==> src/gpan_pkg.sv <==
// gpan_pkg: constants and state encodings for the pcs auto-negotiation pair
// assumes both ends share one clock and index the same six management registers
package gpan_pkg;
  localparam int DW = 16;
  localparam int AW = 3;
  // management register indices
  localparam logic [AW-1:0] REG_CTRL = 3'h0;
  localparam logic [AW-1:0] REG_ADV = 3'h1;
  localparam logic [AW-1:0] REG_PBASE = 3'h2;
  localparam logic [AW-1:0] REG_EXP = 3'h3;
  localparam logic [AW-1:0] REG_LNP = 3'h4;
  localparam logic [AW-1:0] REG_PNP = 3'h5;
  // control register fields
  localparam int CTRL_AN_EN_BIT = 12;
  localparam int CTRL_RESTART_BIT = 9;
  localparam int CTRL_DUPLEX_BIT = 8;
  localparam int CTRL_COMPLETE_BIT = 5;
  // expansion register field
  localparam int EXP_PR_BIT = 1;
  // page fields, base and next pages
  localparam int PAGE_NP_BIT = 15;
  localparam int PAGE_ACK2_BIT = 12;
  localparam int ABIL_FD_BIT = 5;
  localparam int ABIL_PAUSE_BIT = 7;
  localparam int ABIL_ASM_BIT = 8;
  // null next page and reset values
  localparam logic [DW-1:0] NULL_NEXT_PAGE = 16'h2001;
  localparam logic RST_AN_EN = 1'b1;
  localparam logic RST_DUPLEX = 1'b0;
  localparam logic [DW-1:0] RST_ADV = 16'h0020;
  localparam logic [DW-1:0] RST_PAGE = 16'h0000;

  typedef enum logic [2:0] {
    GPAN_D_IDLE = 3'h0,
    GPAN_D_BASE = 3'h1,
    GPAN_D_NP_WAIT = 3'h2,
    GPAN_D_NP_TX = 3'h3,
    GPAN_D_DONE = 3'h4
  } gpan_dev_state_t;

  typedef enum logic [3:0] {
    GPAN_H_IDLE = 4'h0,
    GPAN_H_EN = 4'h1,
    GPAN_H_ADV = 4'h2,
    GPAN_H_RESTART = 4'h3,
    GPAN_H_POLL_BASE = 4'h4,
    GPAN_H_RD_BASE = 4'h5,
    GPAN_H_WR_NP = 4'h6,
    GPAN_H_POLL_NP = 4'h7,
    GPAN_H_RD_NP = 4'h8,
    GPAN_H_RESOLVE = 4'h9,
    GPAN_H_WR_DPLX = 4'hA
  } gpan_host_state_t;
endpackage
==> src/gpan_mgmt_if.sv <==
// gpan_mgmt_if: management register port between host logic and the pcs
// assumes both ends run on the same clock; request is a one-cycle pulse
`timescale 1ns/1ns
`default_nettype none
interface gpan_mgmt_if;
  logic req;
  logic we;
  logic [gpan_pkg::AW-1:0] addr;
  logic [gpan_pkg::DW-1:0] wdata;
  logic ack;
  logic [gpan_pkg::DW-1:0] rdata;
  modport device (input req, input we, input addr, input wdata, output ack, output rdata);
  modport host (output req, output we, output addr, output wdata, input ack, input rdata);
endinterface
`default_nettype wire

==> src/gpan_host.sv <==
// gpan_host: host-side sequencer that drives negotiation over the management port
// assumes the pcs answers each request with an ack one cycle later
`timescale 1ns/1ns
`default_nettype none
module gpan_host (
  input wire logic ref_clk_i,
  input wire logic rst_b_i,
  gpan_mgmt_if.host mgmt,
  input wire logic start_i,
  input wire logic an_enable_i,
  input wire logic [gpan_pkg::DW-1:0] adv_ability_i,
  input wire logic np_valid_i,
  input wire logic [gpan_pkg::DW-1:0] np_data_i,
  output logic np_ready_o,
  output logic done_o,
  output logic [gpan_pkg::DW-1:0] partner_base_o,
  output logic partner_ack2_o,
  output logic mac_duplex_select_bit_o,
  output logic receive_flow_control_bit_o,
  output logic pause_tx_enable_o,
  output logic [gpan_pkg::DW-1:0] np_feature_o
);
  typedef struct packed {
    gpan_pkg::gpan_host_state_t state;
    logic busy;
    logic req;
    logic we;
    logic [gpan_pkg::AW-1:0] addr;
    logic [gpan_pkg::DW-1:0] wdata;
    logic en;
    logic [gpan_pkg::DW-1:0] adv;
    logic [gpan_pkg::DW-1:0] pbase;
    logic [gpan_pkg::DW-1:0] pnp;
    logic np_ready;
    logic done;
    logic ack2;
    logic full;
    logic rx_fc;
    logic tx_pause;
    logic [gpan_pkg::DW-1:0] feat;
  } gpan_host_rec_t;

  gpan_host_rec_t s;
  gpan_host_rec_t next_s;

  // per-state access is picked first, then issued by one shared path,
  // so every register access follows the same req/ack handshake
  always_comb begin
    logic op;
    logic op_we;
    logic [gpan_pkg::AW-1:0] op_addr;
    logic [gpan_pkg::DW-1:0] op_wdata;
    logic l_p;
    logic l_a;
    logic p_p;
    logic p_a;
    op = 1'b0;
    op_we = 1'b0;
    op_addr = gpan_pkg::REG_CTRL;
    op_wdata = 16'h0000;
    l_p = s.adv[gpan_pkg::ABIL_PAUSE_BIT];
    l_a = s.adv[gpan_pkg::ABIL_ASM_BIT];
    p_p = s.pbase[gpan_pkg::ABIL_PAUSE_BIT];
    p_a = s.pbase[gpan_pkg::ABIL_ASM_BIT];
    next_s = s;
    next_s.req = 1'b0;
    next_s.np_ready = 1'b0;
    // choose the access of this state
    case (s.state)
      gpan_pkg::GPAN_H_IDLE: begin
        if (start_i) begin
          next_s.adv = adv_ability_i;
          next_s.en = an_enable_i;
          next_s.done = 1'b0;
          next_s.state = gpan_pkg::GPAN_H_EN;
        end
      end
      gpan_pkg::GPAN_H_EN: begin
        op = 1'b1;
        op_we = 1'b1;
        op_wdata[gpan_pkg::CTRL_AN_EN_BIT] = s.en;
      end
      gpan_pkg::GPAN_H_ADV: begin
        op = 1'b1;
        op_we = 1'b1;
        op_addr = gpan_pkg::REG_ADV;
        op_wdata = s.adv;
      end
      gpan_pkg::GPAN_H_RESTART: begin
        op = 1'b1;
        op_we = 1'b1;
        op_wdata[gpan_pkg::CTRL_AN_EN_BIT] = 1'b1;
        op_wdata[gpan_pkg::CTRL_RESTART_BIT] = 1'b1;
      end
      gpan_pkg::GPAN_H_POLL_BASE: begin
        op = 1'b1;
        // page received only matters when next pages follow
        op_addr = s.adv[gpan_pkg::PAGE_NP_BIT] ? gpan_pkg::REG_EXP : gpan_pkg::REG_CTRL;
      end
      gpan_pkg::GPAN_H_RD_BASE: begin
        op = 1'b1;
        op_addr = gpan_pkg::REG_PBASE;
      end
      gpan_pkg::GPAN_H_WR_NP: begin
        op = 1'b1;
        op_we = 1'b1;
        op_addr = gpan_pkg::REG_LNP;
        op_wdata = np_valid_i ? np_data_i : gpan_pkg::NULL_NEXT_PAGE;
      end
      gpan_pkg::GPAN_H_POLL_NP: begin
        op = 1'b1;
        op_addr = gpan_pkg::REG_EXP;
      end
      gpan_pkg::GPAN_H_RD_NP: begin
        op = 1'b1;
        op_addr = gpan_pkg::REG_PNP;
      end
      gpan_pkg::GPAN_H_RESOLVE: begin
        // priority resolution is done here, not in the pcs
        next_s.full = s.adv[gpan_pkg::ABIL_FD_BIT] & s.pbase[gpan_pkg::ABIL_FD_BIT];
        if (l_p && p_p) begin
          next_s.tx_pause = 1'b1;
          next_s.rx_fc = 1'b1;
        end else begin
          next_s.tx_pause = !l_p && l_a && p_p && p_a;
          next_s.rx_fc = l_p && l_a && !p_p && p_a;
        end
        next_s.state = gpan_pkg::GPAN_H_WR_DPLX;
      end
      gpan_pkg::GPAN_H_WR_DPLX: begin
        op = 1'b1;
        op_we = 1'b1;
        op_wdata[gpan_pkg::CTRL_AN_EN_BIT] = s.en;
        op_wdata[gpan_pkg::CTRL_DUPLEX_BIT] = s.full;
      end
      default: next_s.state = gpan_pkg::GPAN_H_IDLE;
    endcase
    // shared issue path; a new request only after the previous ack
    if (op && !s.busy) begin
      next_s.req = 1'b1;
      next_s.busy = 1'b1;
      next_s.we = op_we;
      next_s.addr = op_addr;
      next_s.wdata = op_wdata;
      if (s.state == gpan_pkg::GPAN_H_WR_NP && np_valid_i) begin
        next_s.np_ready = 1'b1; // page taken from the user queue
      end
    end else if (op && mgmt.ack) begin
      next_s.busy = 1'b0;
      // advance on the answer
      case (s.state)
        gpan_pkg::GPAN_H_EN: begin
          next_s.state = s.en ? gpan_pkg::GPAN_H_ADV : gpan_pkg::GPAN_H_IDLE;
          next_s.done = !s.en;
        end
        gpan_pkg::GPAN_H_ADV: next_s.state = gpan_pkg::GPAN_H_RESTART;
        gpan_pkg::GPAN_H_RESTART: next_s.state = gpan_pkg::GPAN_H_POLL_BASE;
        gpan_pkg::GPAN_H_POLL_BASE: begin
          if (s.adv[gpan_pkg::PAGE_NP_BIT] ? mgmt.rdata[gpan_pkg::EXP_PR_BIT]
                                           : mgmt.rdata[gpan_pkg::CTRL_COMPLETE_BIT]) begin
            next_s.state = gpan_pkg::GPAN_H_RD_BASE;
          end
        end
        gpan_pkg::GPAN_H_RD_BASE: begin
          next_s.pbase = mgmt.rdata;
          if (mgmt.rdata[gpan_pkg::PAGE_NP_BIT] && s.adv[gpan_pkg::PAGE_NP_BIT]) begin
            next_s.state = gpan_pkg::GPAN_H_WR_NP;
          end else begin
            next_s.state = gpan_pkg::GPAN_H_RESOLVE;
          end
        end
        gpan_pkg::GPAN_H_WR_NP: next_s.state = gpan_pkg::GPAN_H_POLL_NP;
        gpan_pkg::GPAN_H_POLL_NP: begin
          if (mgmt.rdata[gpan_pkg::EXP_PR_BIT]) begin
            next_s.state = gpan_pkg::GPAN_H_RD_NP;
          end
        end
        gpan_pkg::GPAN_H_RD_NP: begin
          next_s.pnp = mgmt.rdata;
          next_s.ack2 = mgmt.rdata[gpan_pkg::PAGE_ACK2_BIT];
          if (!mgmt.rdata[gpan_pkg::PAGE_NP_BIT] ||
              (mgmt.rdata == gpan_pkg::NULL_NEXT_PAGE && !np_valid_i)) begin
            next_s.state = gpan_pkg::GPAN_H_RESOLVE;
          end else begin
            next_s.state = gpan_pkg::GPAN_H_WR_NP;
          end
        end
        gpan_pkg::GPAN_H_WR_DPLX: begin
          // agreed next-page message is handed on last
          next_s.feat = s.pnp;
          next_s.done = 1'b1;
          next_s.state = gpan_pkg::GPAN_H_IDLE;
        end
        default: next_s.state = gpan_pkg::GPAN_H_IDLE;
      endcase
    end
  end

  // sequencer state
  always_ff @(posedge ref_clk_i or negedge rst_b_i) begin
    if (!rst_b_i) begin
      s <= '{state: gpan_pkg::GPAN_H_IDLE, busy: 1'b0, req: 1'b0, we: 1'b0,
             addr: gpan_pkg::REG_CTRL, wdata: gpan_pkg::RST_PAGE, en: 1'b0,
             adv: gpan_pkg::RST_PAGE, pbase: gpan_pkg::RST_PAGE,
             pnp: gpan_pkg::RST_PAGE, np_ready: 1'b0, done: 1'b0, ack2: 1'b0,
             full: 1'b0, rx_fc: 1'b0, tx_pause: 1'b0, feat: gpan_pkg::RST_PAGE};
    end else begin
      s <= next_s;
    end
  end

  assign mgmt.req = s.req;
  assign mgmt.we = s.we;
  assign mgmt.addr = s.addr;
  assign mgmt.wdata = s.wdata;
  assign np_ready_o = s.np_ready;
  assign done_o = s.done;
  assign partner_base_o = s.pbase;
  assign partner_ack2_o = s.ack2;
  assign mac_duplex_select_bit_o = s.full;
  assign receive_flow_control_bit_o = s.rx_fc;
  // pause transmit is never driven by the pcs, only by this output
  assign pause_tx_enable_o = s.tx_pause;
  assign np_feature_o = s.feat;
endmodule // gpan_host
`default_nettype wire

==> src/flat_wrapper.sv <==
// flat-port wrapper written by rule: the top's interface ports become plain ports
module gpan_host_flat 
  (ref_clk_i, rst_b_i, start_i, an_enable_i, adv_ability_i, np_valid_i, np_data_i, np_ready_o, done_o, partner_base_o, partner_ack2_o, mac_duplex_select_bit_o, receive_flow_control_bit_o, pause_tx_enable_o, np_feature_o, mgmt_req, mgmt_we, mgmt_addr, mgmt_wdata, mgmt_ack, mgmt_rdata);
  gpan_mgmt_if mgmt_i ();
  input wire logic ref_clk_i;
  input wire logic rst_b_i;
  input wire logic start_i;
  input wire logic an_enable_i;
  input wire logic [gpan_pkg::DW-1:0] adv_ability_i;
  input wire logic np_valid_i;
  input wire logic [gpan_pkg::DW-1:0] np_data_i;
  output logic np_ready_o;
  output logic done_o;
  output logic [gpan_pkg::DW-1:0] partner_base_o;
  output logic partner_ack2_o;
  output logic mac_duplex_select_bit_o;
  output logic receive_flow_control_bit_o;
  output logic pause_tx_enable_o;
  output logic [gpan_pkg::DW-1:0] np_feature_o;
  output wire logic [$bits(mgmt_i.req)-1:0] mgmt_req;
  output wire logic [$bits(mgmt_i.we)-1:0] mgmt_we;
  output wire logic [$bits(mgmt_i.addr)-1:0] mgmt_addr;
  output wire logic [$bits(mgmt_i.wdata)-1:0] mgmt_wdata;
  input wire logic [$bits(mgmt_i.ack)-1:0] mgmt_ack;
  input wire logic [$bits(mgmt_i.rdata)-1:0] mgmt_rdata;
  assign mgmt_req = mgmt_i.req;
  assign mgmt_we = mgmt_i.we;
  assign mgmt_addr = mgmt_i.addr;
  assign mgmt_wdata = mgmt_i.wdata;
  assign mgmt_i.ack = mgmt_ack;
  assign mgmt_i.rdata = mgmt_rdata;
  gpan_host u_core (.ref_clk_i(ref_clk_i), .rst_b_i(rst_b_i), .mgmt(mgmt_i), .start_i(start_i), .an_enable_i(an_enable_i), .adv_ability_i(adv_ability_i), .np_valid_i(np_valid_i), .np_data_i(np_data_i), .np_ready_o(np_ready_o), .done_o(done_o), .partner_base_o(partner_base_o), .partner_ack2_o(partner_ack2_o), .mac_duplex_select_bit_o(mac_duplex_select_bit_o), .receive_flow_control_bit_o(receive_flow_control_bit_o), .pause_tx_enable_o(pause_tx_enable_o), .np_feature_o(np_feature_o));
endmodule
==> config.mk <==
export PLATFORM = sky130hd
export DESIGN_NAME = gpan_host_flat
export DESIGN_NICKNAME = d
export VERILOG_FILES = /design/src/gpan_pkg.sv /design/src/gpan_mgmt_if.sv /design/src/gpan_host.sv /design/src/flat_wrapper.sv
export SDC_FILE = /design/constraint.sdc
export NUM_CORES = 1
export LEC_CHECK = 0
export BUFFER_PORTS_ARGS = -buffer_cell sky130_fd_sc_hd__buf_2
export CORE_ASPECT_RATIO = 1.1
export CORE_UTILIZATION = 45
export DETAILED_ROUTE_END_ITERATION = 8
export PLACE_DENSITY = 0.69
export SYNTH_ARGS = -nofsm -noshare
export SYNTH_HDL_FRONTEND = slang
export SYNTH_SLANG_ARGS = --single-unit
==> constraint.sdc <==
create_clock -name ref_clk_i -period 2 [get_ports ref_clk_i]
set_input_delay 0.5 -clock ref_clk_i [delete_from_list [all_inputs] [get_ports ref_clk_i]]
set_output_delay 0.5 -clock ref_clk_i [all_outputs]
set_load 0.005 [all_outputs]
# Word-level counts from Yosys, hierarchy flattened
# Index checks and enable logic that the tools add are counted.
dict set report word_totals {
  reg_bits 97
  input_bits 54
  out_inout_bits 59
  elab_cells 91
}
dict set report op_classes {
  eq_ne 11
  n_mux 33
  n_bitwise 2
  n_reduce_logical 28
}
# cell n
set op_table {}
lappend op_table {{$pmux 4 s8} 1}
lappend op_table {{$mux 4} 6}
lappend op_table {{$mux 21} 1}
lappend op_table {{$pmux 3 s6} 1}
lappend op_table {{$eq 16x14->1 const B} 1}
lappend op_table {{$eq 4x3->1 const B} 4}
lappend op_table {{$mux 16} 1}
lappend op_table {{$pmux 8 s2} 1}
lappend op_table {{$eq 4x4->1 const B} 3}
lappend op_table {{$logic_and 1x1->1} 12}
lappend op_table {{$pmux 4 s3} 1}
lappend op_table {{$mux 2} 5}
lappend op_table {{$mux 1} 9}
lappend op_table {{$reduce_and 3->1} 3}
lappend op_table {{$reduce_or 9->1} 1}
lappend op_table {{$eq 4x2->1 const B} 2}
lappend op_table {{$logic_not 1->1} 6}
lappend op_table {{$pmux 1 s3} 2}
lappend op_table {{$pmux 3 s2} 1}
lappend op_table {{$mux 5} 1}
lappend op_table {{$reduce_or 5->1} 1}
lappend op_table {{$eq 4x1->1 const B} 1}
lappend op_table {{$logic_not 4->1} 1}
lappend op_table {{$pmux 1 s4} 1}
lappend op_table {{8 further kinds} 8}

# Longest topological paths before layout
# Gate-level depths: netlist of run 1.
dict set report depth {
  ltp_word 7
  ltp_mapped 7
  ltp_nobuf 4
}

# Least setup slack after synthesis of run 1
# Ideal clock, no wire load.
dict set report synth_path {
  path_kind {reg-to-reg}
  startpoint {reg u_core.s[94] in the netlist's numbering}
  endpoint {reg u_core.s (netlist bit u_core.partner_base_o[10])}
  setup_time_ns 0.125
  arrival_ns 1.647
  t_required_ns 1.875
  path_slack_ns 0.229
  path_stages_with_launch 6
  n_path_buf 2
  synth_period_minus_slack_ns 1.771
  cell_sequence {dfrtp_1 -> buf_2 -> nand2b_1 -> nor3_2 -> buf_2 -> mux2_2}
}
dict set report synth_between {
  elab_chain_cells 6
  elab_cells_between_ends 15
}
# item line
set synth_lines {}
lappend synth_lines {{start: declaration} gpan_host.sv:43} ;# gpan_host_rec_t s;
lappend synth_lines {{start signal: assignment} gpan_host.sv:202} ;# s <= '{state: gpan_pkg::GPAN_H_IDLE, busy: 1'b0, req: 1'b0, we: 1'b0,
lappend synth_lines {{start signal: assignment} gpan_host.sv:208} ;# s <= next_s;
lappend synth_lines {{$eq 4x4->1, or another cell as far along} gpan_host.sv:69} ;# case (s.state)
lappend synth_lines {{$reduce_or 9->1 (no line)} -}
lappend synth_lines {{$mux 1} gpan_host.sv:69}
lappend synth_lines {{$logic_and 1x1->1} gpan_host.sv:139} ;# if (op && !s.busy) begin
lappend synth_lines {{$not 1->1 (no line)} -}
lappend synth_lines {{$reduce_and 3->1 (no line) (*)} -}
# Mark *: on every way between the ends. The rest lies on a longest branch, timed or not.
# A chain may end at the register's enable or synchronous reset.

# Final worst setup path of run 1
dict set report layout_path {
  startpoint {reg u_core.s[94] in the netlist's numbering}
  endpoint {reg u_core.s[68] in the netlist's numbering}
}
dict set report layout_between {
  elab_chain_cells 2
}
# item line
set layout_lines {}
lappend layout_lines {{$logic_not 4->1} gpan_host.sv:69}
lappend layout_lines {{$reduce_and 2->1 (no line)} -}
# No other way between the ends.

==> results of run 1 <==
==> stage by stage <==
stage,instances,total power [mW],utilization,hold slack (ps)
6_report,589,6.37,0.530,65.2
4_1_cts,589,6.43,0.530,60.4
3_5_place_dp,574,5.13,0.510,456
3_3_place_gp,574,5.06,0.510,454
5_1_grt,589,6.82,0.530,83.1
2_1_floorplan,392,4.60,-,204
==> cell usage after synthesis, drive strengths merged (3+ instances only) <==
master,count
mux2,64
dfrtp,96
a22oi,12
nor2,8
a21oi,10
mux2i,3
nor2b,4
buf,64
a21boi,5
nand2,34
nand2b,5
nor3,7
o22ai,4
clkbuf,9
o21ai,28
inv,8
==> layer usage <==
layer / global-route usage / wire length, µm
met5: 0 / 0
met4: 0.0649 / 125
met3: 0.0448 / 607
met2: 0.317 / 4520
met1: 0.250 / 4380
==> layout make-up <==
class / instances / area, µm²
fillers: 868 / 4620
flip-flops and latches: 96 / 2400
multi-input cells: 215 / 1620
repair buffers: 135 / 823
well taps: 120 / 150
clock buffers: 11 / 141
clock inverters: 4 / 53.8
inverters: 8 / 30.0
==> state kept, by name (all words and copies together) (netlist names) <==
name                               count
u_core.done_o                          1
u_core.mac_duplex_select_bit_o         1
u_core.mgmt.addr                       3
u_core.mgmt.req                        1
u_core.mgmt.wdata                     16
u_core.mgmt.we                         1
u_core.np_feature_o                   16
u_core.np_ready_o                      1
u_core.partner_base_o                 16
u_core.pause_tx_enable_o               1
u_core.receive_flow_control_bit_o      1
u_core.s                              38
==> report_power, final <==
part / internal [mW] / leakage (nW) / switching, mW
combinational: 1.10 / 1.31 / 1.02
sequential: 2.52 / 1.28 / 0.438
clock: 0.611 / 0.0920 / 0.684
==> how the worst max path moves through the flow <==
| stage | cells after the start | slack (ps) | to |
|---|---|---|---|
| 4_1_cts | 5 | 160 | u_core.s[63]$_DFFE_PN0P_ |
| 3_3_place_gp | 5 | 200 | u_core.s[94]$_DFF_PN0_ |
| 2_1_floorplan | 5 | 230 | u_core.partner_base_o[10]$_DFFE_PN0P_ |
| 3_5_place_dp | 5 | 180 | u_core.s[94]$_DFF_PN0_ |
| 6_report | 4 | 170 | u_core.s[68]$_DFFE_PN0P_ |
| 5_1_grt | 6 | 6 | u_core.mgmt.wdata[2]$_DFFE_PN0P_ |
==> worst max-delay path, stage by stage (launching register included) <==
cell     delay [ps]
dfrtp_1         710
inv_1           230
nand4_2         250
buf_12          180
mux2_2          340
==> cells by family (layout without fill, tap and decap cells) <==
logic type / Yosys count / in the layout / synth area share
buffers and inverters: 81 / 158 / 0.117
AND/OR/NAND/NOR: 71 / 71 / 0.0806
AO/OA/AOI/OAI: 77 / 77 / 0.110
flip-flops: 96 / 96 / 0.528
multiplexers: 67 / 67 / 0.165
==> what timing repair did <==
| item | 4_1_cts | 5_1_grt |
|---|---|---|
| hold buffers | 0 | 0 |
| gates resized for setup | 0 | 1 |
| setup endpoints to repair | 0 | 1 |
==> cells in the final DEF, fill, tap and decap left out, drive strengths merged, types with 2 or more instances in the layout <==
master    instances
inv               9
nor2              8
a22oi            12
o41ai             2
o22ai             4
dfrtp            96
nor2b             4
nand2            34
mux2             64
nor3              7
buf             135
and3              2
o21ai            28
clkbuf           11
nand2b            5
a21boi            5
o31ai             2
and2              2
a21oi            10
clkinvlp          2
mux2i             3
o221ai            2
or4               2
==> results.sh, run 1 <==
export IMPL_die_area_mm2=0.0105
export IMPL_required_ps=2250
export IMPL_vias=3124
export IMPL_drive_above_1_share=0.473
export IMPL_drt_wl_total_mm=9.63
export IMPL_core_mm2=0.00984
export IMPL_syn_instance_count=392
export IMPL_fin_nets=519
export IMPL_htree_levels=3
export IMPL_yosys_warnings=0
export IMPL_endpoint_kind="flip-flop"
export IMPL_synth_top_area_frac=0.528
export IMPL_crit_path_max_fanout=20
export IMPL_area_delta_synth_final_pct=14.7
export IMPL_dp_hpwl_mm=6.97
export IMPL_clkSlewWorstSetupHoldPaths_ps=100
export IMPL_cp_arrival_ps=2070
export IMPL_grt_max_degree=33
export IMPL_skew_ps=12.1
export IMPL_slew_violations=0
export IMPL_rr_startpoint="u_core.s[94]$_DFF_PN0_"
export IMPL_antenna_found_initial=0
export IMPL_cts_buffers=9
export IMPL_die_width_um=97.9
export IMPL_die_h_um=107
export IMPL_ir_drop_mv=0.699
export IMPL_finalHoldViolations=0
export IMPL_crit_path_start_kind="flip-flop"
export IMPL_drcViolationCount=11
export IMPL_cts_buffer_depth=2
export IMPL_clk_latency_ps=360
export IMPL_vias_per_cell=5.30
export IMPL_wl_per_cell_um=16.3
export IMPL_portBuffers=112
export IMPL_power_density_mw_per_mm2=1220
export IMPL_synth_edf_count=0
export IMPL_routabilityCongestion=0.819
export IMPL_synthFlopType="dfrtp_1"
export IMPL_synth_seq_cells=96
export IMPL_max_freq_mhz=547
export IMPL_outcome="finished with violations"
export IMPL_yosys_area_top_type="dfrtp_1"
export IMPL_maxCapViolations=0
export IMPL_r2r_cells=4
export IMPL_syn_avg_cell_area_um2=11.6
export IMPL_hold_path_class="in -> async"
export IMPL_antenna_left=0
export IMPL_period_needed_ps=1830
export IMPL_num_antenna_cells=0
export IMPL_grt_setup_unrepaired="false"
export IMPL_async_flop_share=1.00
export IMPL_synth_area_top_cells="dfrtp_1 (53%), mux2_2 (16%), buf_4 (8.4%)"
export IMPL_cts_setup_buffers=0
export IMPL_root_buffer="clkbuf_8"
export IMPL_finalSetupViolations=0
export IMPL_cts_tree="built"
export IMPL_io_pin_count=113
export IMPL_violations="DRC"
export IMPL_ys_seq_area_frac=0.528
export IMPL_crit_type="reg -> reg"
export IMPL_slew_headroom=0.627
export IMPL_track_usage=0.193
export IMPL_r2r_end="u_core.s[68]$_DFFE_PN0P_"
export IMPL_yosysUniqueCellTypes=46
export IMPL_grt_pass1_vias=3163
export IMPL_r2r_slack_ps=170
export IMPL_worstSetupStartpoint="u_core.s[94]$_DFF_PN0_"
export IMPL_fin_ws_ps=172
export IMPL_grt_pass1_wl_mm=15.8
export IMPL_start_util=0.462
export IMPL_placed_cell_area_mm2=0.00502
export IMPL_fin_crit_sh=0.914
export IMPL_tns_ps=0
export IMPL_clkSinkCount=96
export IMPL_p_leak_nw=2.68
export IMPL_first_pass_iters=8
export IMPL_tightest_slew_ps=560
export IMPL_post_place_ws_ps=179
export IMPL_syn_num_nets=446
export IMPL_drt_initial_drc_count=146
export IMPL_fin_area_mm2=0.00522
export IMPL_rows=38
export IMPL_syn_area_mm2=0.00455
export IMPL_grt_overflow_total=0
Note: power is estimated with default switching activity, not from simulation.
==> run 2: changes to the inputs <==
--- a/config.mk
+++ b/config.mk
@@ -5,6 +5,7 @@
 export SDC_FILE = /design/constraint.sdc
 export NUM_CORES = 1
 export LEC_CHECK = 0
+export ABC_AREA = 1
 export BUFFER_PORTS_ARGS = -buffer_cell sky130_fd_sc_hd__buf_2
 export CORE_ASPECT_RATIO = 1.1
 export CORE_UTILIZATION = 45
==> run 2 against run 1 <==
The run still ends with DRC left. Synthesized cell count rose by 43%. Total power down 9.7%. Non-clock buffer count decreased by 11. Worst hold slack got worse by 17 ps. Fmax is 2.1% higher. Via count grew 17%. Highest routed layer unchanged. Utilization decreased by 0.64 points.
==> results.sh, run 2 <==
export IMPL_area_delta_synth_final_pct=13.0
export IMPL_synthFlopType="dfrtp_1"
export IMPL_grt_overflow_total=0
export IMPL_num_antenna_cells=0
export IMPL_grt_setup_unrepaired="false"
export IMPL_synth_seq_cells=96
export IMPL_async_flop_share=1.00
export IMPL_tightest_slew_ps=457
export IMPL_slowest_stage="dfrtp_1"
export IMPL_crit_type="reg -> reg"
export IMPL_worstSetupStartpoint="u_core.s[92]$_DFFE_PN0P_"
export IMPL_synth_top_cells_by_count="nand2_1 (186), dfrtp_1 (96), buf_4 (52)"
export IMPL_synth_top_area_frac=0.526
export IMPL_finalHoldViolations=0
export IMPL_cts_hold_buf=0
export IMPL_crit_buf_inv=1
export IMPL_wl_per_cell_um=13.8
export IMPL_r2r_cells=6
export IMPL_pwr_share_comb=0.288
export IMPL_outcome="finished with violations"
export IMPL_clkSinkCount=96
export IMPL_slew_violations=0
export IMPL_first_pass_iters=7
export IMPL_internal_power_mw=3.75
export IMPL_crit_family="simple AND/OR/NAND/NOR gates"
export IMPL_syn_instance_count=559
export IMPL_p_sw_mw=2.01
export IMPL_start_util=0.464
export IMPL_fin_nets=676
export IMPL_layout_common_cells="nand2_1 (186), buf_2 (111), dfrtp_1 (96)"
export IMPL_period_needed_ps=1790
export IMPL_die_h_um=108
export IMPL_cts_buffers=9
export IMPL_grt_pass1_wl_mm=17.7
export IMPL_die_area_mm2=0.0106
export IMPL_power_density_mw_per_mm2=1120
export IMPL_endpoint_kind="flip-flop"
export IMPL_multi_input_area_mm2=0.00149
export IMPL_skew_ps=12.6
export IMPL_regMostFlops="u_core.s"
export IMPL_tns_ps=0
export IMPL_yosysUniqueCellTypes=20
export IMPL_rows=38
export IMPL_crit_path_max_fanout=17
export IMPL_syn_area_mm2=0.00457
export IMPL_ir_drop_mv=0.445
export IMPL_synth_edf_count=0
export IMPL_syn_avg_cell_area_um2=8.17
export IMPL_max_freq_mhz=559
export IMPL_grt_max_degree=37
export IMPL_post_place_ws_ps=160
export IMPL_io_pin_count=113
export IMPL_cts_tree="built"
export IMPL_root_buffer="clkbuf_8"
export IMPL_drt_initial_drc_count=160
export IMPL_drt_wl_total_mm=10.3
export IMPL_r2r_end="u_core.np_feature_o[8]$_DFFE_PN0P_"
export IMPL_place_inst=731
export IMPL_portBuffers=112
export IMPL_routabilityCongestion=0.990
export IMPL_syn_num_nets=613
export IMPL_seq_area_mm2=0.00240
export IMPL_path_cells="nand2_1, nor2_2, buf_4, nand2_2, nand2_1, nand2_1"
export IMPL_stdcell_count=747
export IMPL_cp_arrival_ps=2040
export IMPL_finalSetupViolations=0
export IMPL_whs_ps=48.4
export IMPL_violations="DRC"
export IMPL_required_ps=2250
export IMPL_antenna_found_initial=0
export IMPL_clockPowerShare=0.249
export IMPL_drive_above_1_share=0.255
export IMPL_cts_buffer_depth=2
export IMPL_synth_area_top_cells="dfrtp_1 (53%), nand2_1 (15%), buf_4 (8.6%)"
export IMPL_yosys_warnings=0
export IMPL_drcViolationCount=10
export IMPL_switching_share=0.349
export IMPL_clkSlewWorstSetupHoldPaths_ps=100
export IMPL_r2r_slack_ps=210
export IMPL_grt_pass1_vias=3659
export IMPL_placed_cell_area_mm2=0.00493
export IMPL_vias_per_cell=4.88
export IMPL_fill_cells=950
export IMPL_antenna_left=0
export IMPL_path_depth=6
export IMPL_die_width_um=98.0
export IMPL_maxCapViolations=0
export IMPL_hold_path_class="in -> async"
export IMPL_crit_path_start_kind="flip-flop"
export IMPL_fin_crit_sh=0.895
export IMPL_mostFrequentLayoutCell="nand2_1"
export IMPL_htree_levels=3
export IMPL_cp_endpoint="u_core.np_feature_o[8]$_DFFE_PN0P_"
export IMPL_p_leak_nw=2.96
export IMPL_track_usage=0.212
export IMPL_power_frac_seq=0.463
export IMPL_yosysMostFrequentCell="nand2_1"
export IMPL_fin_area_mm2=0.00516
export IMPL_cpPeakStageDelay_ps=610
export IMPL_cp_common_cell="nand2_1"
export IMPL_core_mm2=0.00984
export IMPL_yosys_area_top_type="dfrtp_1"
export IMPL_clk_latency_ps=360
export IMPL_slew_headroom=0.695
export IMPL_rr_startpoint="u_core.s[92]$_DFFE_PN0P_"
export IMPL_fin_ws_ps=210
export IMPL_dp_hpwl_mm=7.46
export IMPL_ys_seq_area_frac=0.526
export IMPL_vias=3644
export IMPL_largest_reg_flops=38
## run 2: per-layer routing
metal | share of wire | GRT usage
met1 | 0.46 | 0.283
met2 | 0.47 | 0.348
met3 | 0.054 | 0.0338
met4 | 0.015 | 0.0812
met5 | 0 | 0
## run 2: cell families after synthesis
group | after synthesis | share of synthesized area
AOI/OAI and AO/OA | 97 | 0.107
buffers and inverters | 122 | 0.149
DFF | 96 | 0.526
and+or+nand+nor | 244 | 0.218
## run 2: worst min path at each step
stage	slack, ps	start	depth (start not counted)	to
global placement	440	rst_b_i	1	u_core.np_feature_o[10]$_DFFE_PN0P_
floorplan	200	rst_b_i	0	u_core.done_o$_DFF_PN0_
detailed placement	450	rst_b_i	1	u_core.np_feature_o[10]$_DFFE_PN0P_
finish	50	rst_b_i	1	u_core.np_feature_o[10]$_DFFE_PN0P_
CTS	50	rst_b_i	1	u_core.np_feature_o[10]$_DFFE_PN0P_
global route	60	rst_b_i	1	u_core.np_feature_o[10]$_DFFE_PN0P_
## run 2: cell type report
type                    count  area share
flip-flops and latches     96       0.466
multi-input cells         341       0.288
repair buffers            124       0.136
inverters                  50      0.0364
well taps                 120      0.0291
clock buffers              10      0.0267
clock inverters             6      0.0175
## run 2: power groups by stage
stage	registers [mW]	logic, mW	clock network [mW]
2_1_floorplan	2.61	1.25	0
3_3_place_gp	2.69	1.63	0
3_5_place_dp	2.70	1.66	0
4_1_cts	2.66	1.67	1.46
5_1_grt	2.72	1.89	1.54
6_report	2.66	1.66	1.43
## run 2: stage by stage
step            util  power, mW
3_5_place_dp   0.501       4.36
5_1_grt        0.524       6.15
3_3_place_gp   0.501       4.32
6_report       0.524       5.75
2_1_floorplan      -       3.86
4_1_cts        0.524       5.79
## run 2: what timing repair did
item | 4_1_cts | 5_1_grt
hold endpoints to repair | 0 | 0
resized for setup | 0 | 1
endpoints found under the setup margin | 0 | 1
buffers inserted | 0 | 0
==> run 3: changes to the inputs <==
--- a/config.mk
+++ b/config.mk
@@ -8,9 +8,8 @@
 export ABC_AREA = 1
 export BUFFER_PORTS_ARGS = -buffer_cell sky130_fd_sc_hd__buf_2
 export CORE_ASPECT_RATIO = 1.1
-export CORE_UTILIZATION = 45
+export CORE_UTILIZATION = 30
 export DETAILED_ROUTE_END_ITERATION = 8
-export PLACE_DENSITY = 0.69
 export SYNTH_ARGS = -nofsm -noshare
 export SYNTH_HDL_FRONTEND = slang
 export SYNTH_SLANG_ARGS = --single-unit
==> run 3 against run 2 <==
The flow now finishes without violations. Total power is 7.5% higher. Worst hold slack better by 44 ps. Largest power group unchanged. Routed wire length is 8.0% higher. Utilization is 16 points lower. Critical path type unchanged. Clock skew is 9.2 ps lower.
==> results.sh, run 3 (same netlist as run 2, synthesis figures left out) <==
export IMPL_outcome="completed"
export IMPL_endpoint_kind="flip-flop"
export IMPL_antenna_left=0
export IMPL_slowest_stage="dfrtp_1"
export IMPL_layout_common_cells="nand2_1 (186), buf_2 (111), dfrtp_1 (96)"
export IMPL_finalSetupViolations=0
export IMPL_grt_overflow_total=0
export IMPL_die_h_um=131
export IMPL_period_needed_ps=1790
export IMPL_cts_buffers=9
export IMPL_slew_headroom=0.659
export IMPL_crit_type="reg -> reg"
export IMPL_antenna_found_initial=0
export IMPL_max_freq_mhz=560
export IMPL_maxCapViolations=0
export IMPL_skew_ps=3.35
export IMPL_hold_path_class="in -> async"
export IMPL_finalHoldViolations=0
export IMPL_routabilityCongestion=0.876
export IMPL_cpPeakStageDelay_ps=440
export IMPL_vias_per_cell=4.47
export IMPL_p_leak_nw=3.04
export IMPL_crit_path_max_fanout=32
export IMPL_first_pass_iters=4
export IMPL_fill_cells=1572
export IMPL_crit_buf_inv=1
export IMPL_die_area_mm2=0.0157
export IMPL_cts_tree="built"
export IMPL_die_width_um=120
export IMPL_r2r_end="u_core.partner_base_o[2]$_DFFE_PN0P_"
export IMPL_start_util=0.312
export IMPL_io_pin_count=113
export IMPL_grt_setup_unrepaired="false"
export IMPL_stdcell_count=825
export IMPL_wl_per_cell_um=13.5
export IMPL_core_mm2=0.0146
export IMPL_r2r_cells=7
export IMPL_r2r_slack_ps=210
export IMPL_htree_levels=3
export IMPL_cp_arrival_ps=2000
export IMPL_clkSlewWorstSetupHoldPaths_ps=60
export IMPL_vias=3684
export IMPL_cts_hold_buf=0
export IMPL_drcViolationCount=0
export IMPL_drt_wl_total_mm=11.1
export IMPL_tightest_slew_ps=510
export IMPL_drive_above_1_share=0.262
export IMPL_power_density_mw_per_mm2=1150
export IMPL_area_delta_synth_final_pct=17.9
export IMPL_grt_max_degree=40
export IMPL_clk_latency_ps=340
export IMPL_place_inst=810
export IMPL_largest_reg_flops=38
export IMPL_required_ps=2210
export IMPL_rows=46
export IMPL_root_buffer="clkbuf_16"
export IMPL_portBuffers=112
export IMPL_rr_startpoint="u_core.s[93]$_DFF_PN0_"
export IMPL_ir_drop_mv=0.426
export IMPL_fin_nets=683
export IMPL_whs_ps=92.4
export IMPL_path_cells="o21ai_1, nand2_2, nor2_4, nand3_1, buf_4, nand2_1, o21ai_1"
export IMPL_num_antenna_cells=0
export IMPL_drt_initial_drc_count=189
export IMPL_crit_family="simple AND/OR/NAND/NOR gates"
export IMPL_grt_pass1_wl_mm=18.1
export IMPL_mostFrequentLayoutCell="nand2_1"
export IMPL_grt_pass1_vias=3435
export IMPL_clkSinkCount=96
export IMPL_slew_violations=0
export IMPL_dp_hpwl_mm=8.05
export IMPL_regMostFlops="u_core.s"
export IMPL_cts_buffer_depth=2
export IMPL_cp_common_cell="o21ai_1"
export IMPL_fin_crit_sh=0.894
export IMPL_crit_path_start_kind="flip-flop"
export IMPL_track_usage=0.147
## run 3: cell count changes in the layout (fill, tap and decap cells not counted), sizes merged
cell / change
buf: +7
clkinvlp: -1
bufinv: -1
inv: -1
clkbuf: +2
## run 3: routing by layer
metal	track usage	up-vias	routed length, µm
met2	0.229	99	5080
met4	0.0250	0	65
met1	0.202	1728	5320
met3	0.0477	5	659
li1	-	1852	-
met5	0	-	0
## run 3: stage by stage
step           power (mW)  cell area (µm²)   util  TNS, ps  setup slack, ps
2_1_floorplan        3.86             4570      -        0              584
3_3_place_gp         4.46             5070  0.347    -1940            -71.2
3_5_place_dp         4.48             5070  0.347    -5000             -149
4_1_cts              6.28             5380  0.368        0              182
5_1_grt              6.64             5380  0.368        0             22.4
6_report             6.19             5380  0.368        0              213
## run 3: worst max path at each step
stage / start / cells after the start / slack, ps / endpoint
floorplan: u_core.s[93]$_DFF_PN0_ / 9 / 580 / u_core.np_feature_o[10]$_DFFE_PN0P_
finish: u_core.s[93]$_DFF_PN0_ / 7 / 210 / u_core.partner_base_o[2]$_DFFE_PN0P_
global route: u_core.s[93]$_DFF_PN0_ / 7 / 20 / u_core.partner_base_o[14]$_DFFE_PN0P_
detailed placement: mgmt_ack / 6 / -150 / u_core.np_feature_o[13]$_DFFE_PN0P_
global placement: mgmt_ack / 6 / -70 / u_core.np_feature_o[0]$_DFFE_PN0P_
CTS: u_core.s[93]$_DFF_PN0_ / 7 / 180 / u_core.partner_base_o[6]$_DFFE_PN0P_
## run 3: area by class of cell
| cell class | instances | area (µm²) | area share |
|---|---|---|---|
| well taps | 192 | 240 | 0.0446 |
| repair buffers | 131 | 756 | 0.140 |
| flip-flops and latches | 96 | 2400 | 0.446 |
| multi-input cells | 341 | 1490 | 0.277 |
| clock buffers | 12 | 267 | 0.0495 |
| clock inverters | 3 | 40.0 | 0.00744 |
| inverters | 50 | 188 | 0.0349 |
## run 3: repair_timing
item,CTS,global route
endpoints found under the setup margin,52,0
buffers inserted,0,0
gates resized for setup,1,0
## run 3: where the power goes
part           total (mW)  switching, mW  internal, mW  leakage (nW)
logic                1.79           1.11         0.679          1.59
clock network        1.76          0.701          1.06         0.154
registers            2.63          0.248          2.38          1.30
total                6.19           2.06          4.12          3.04
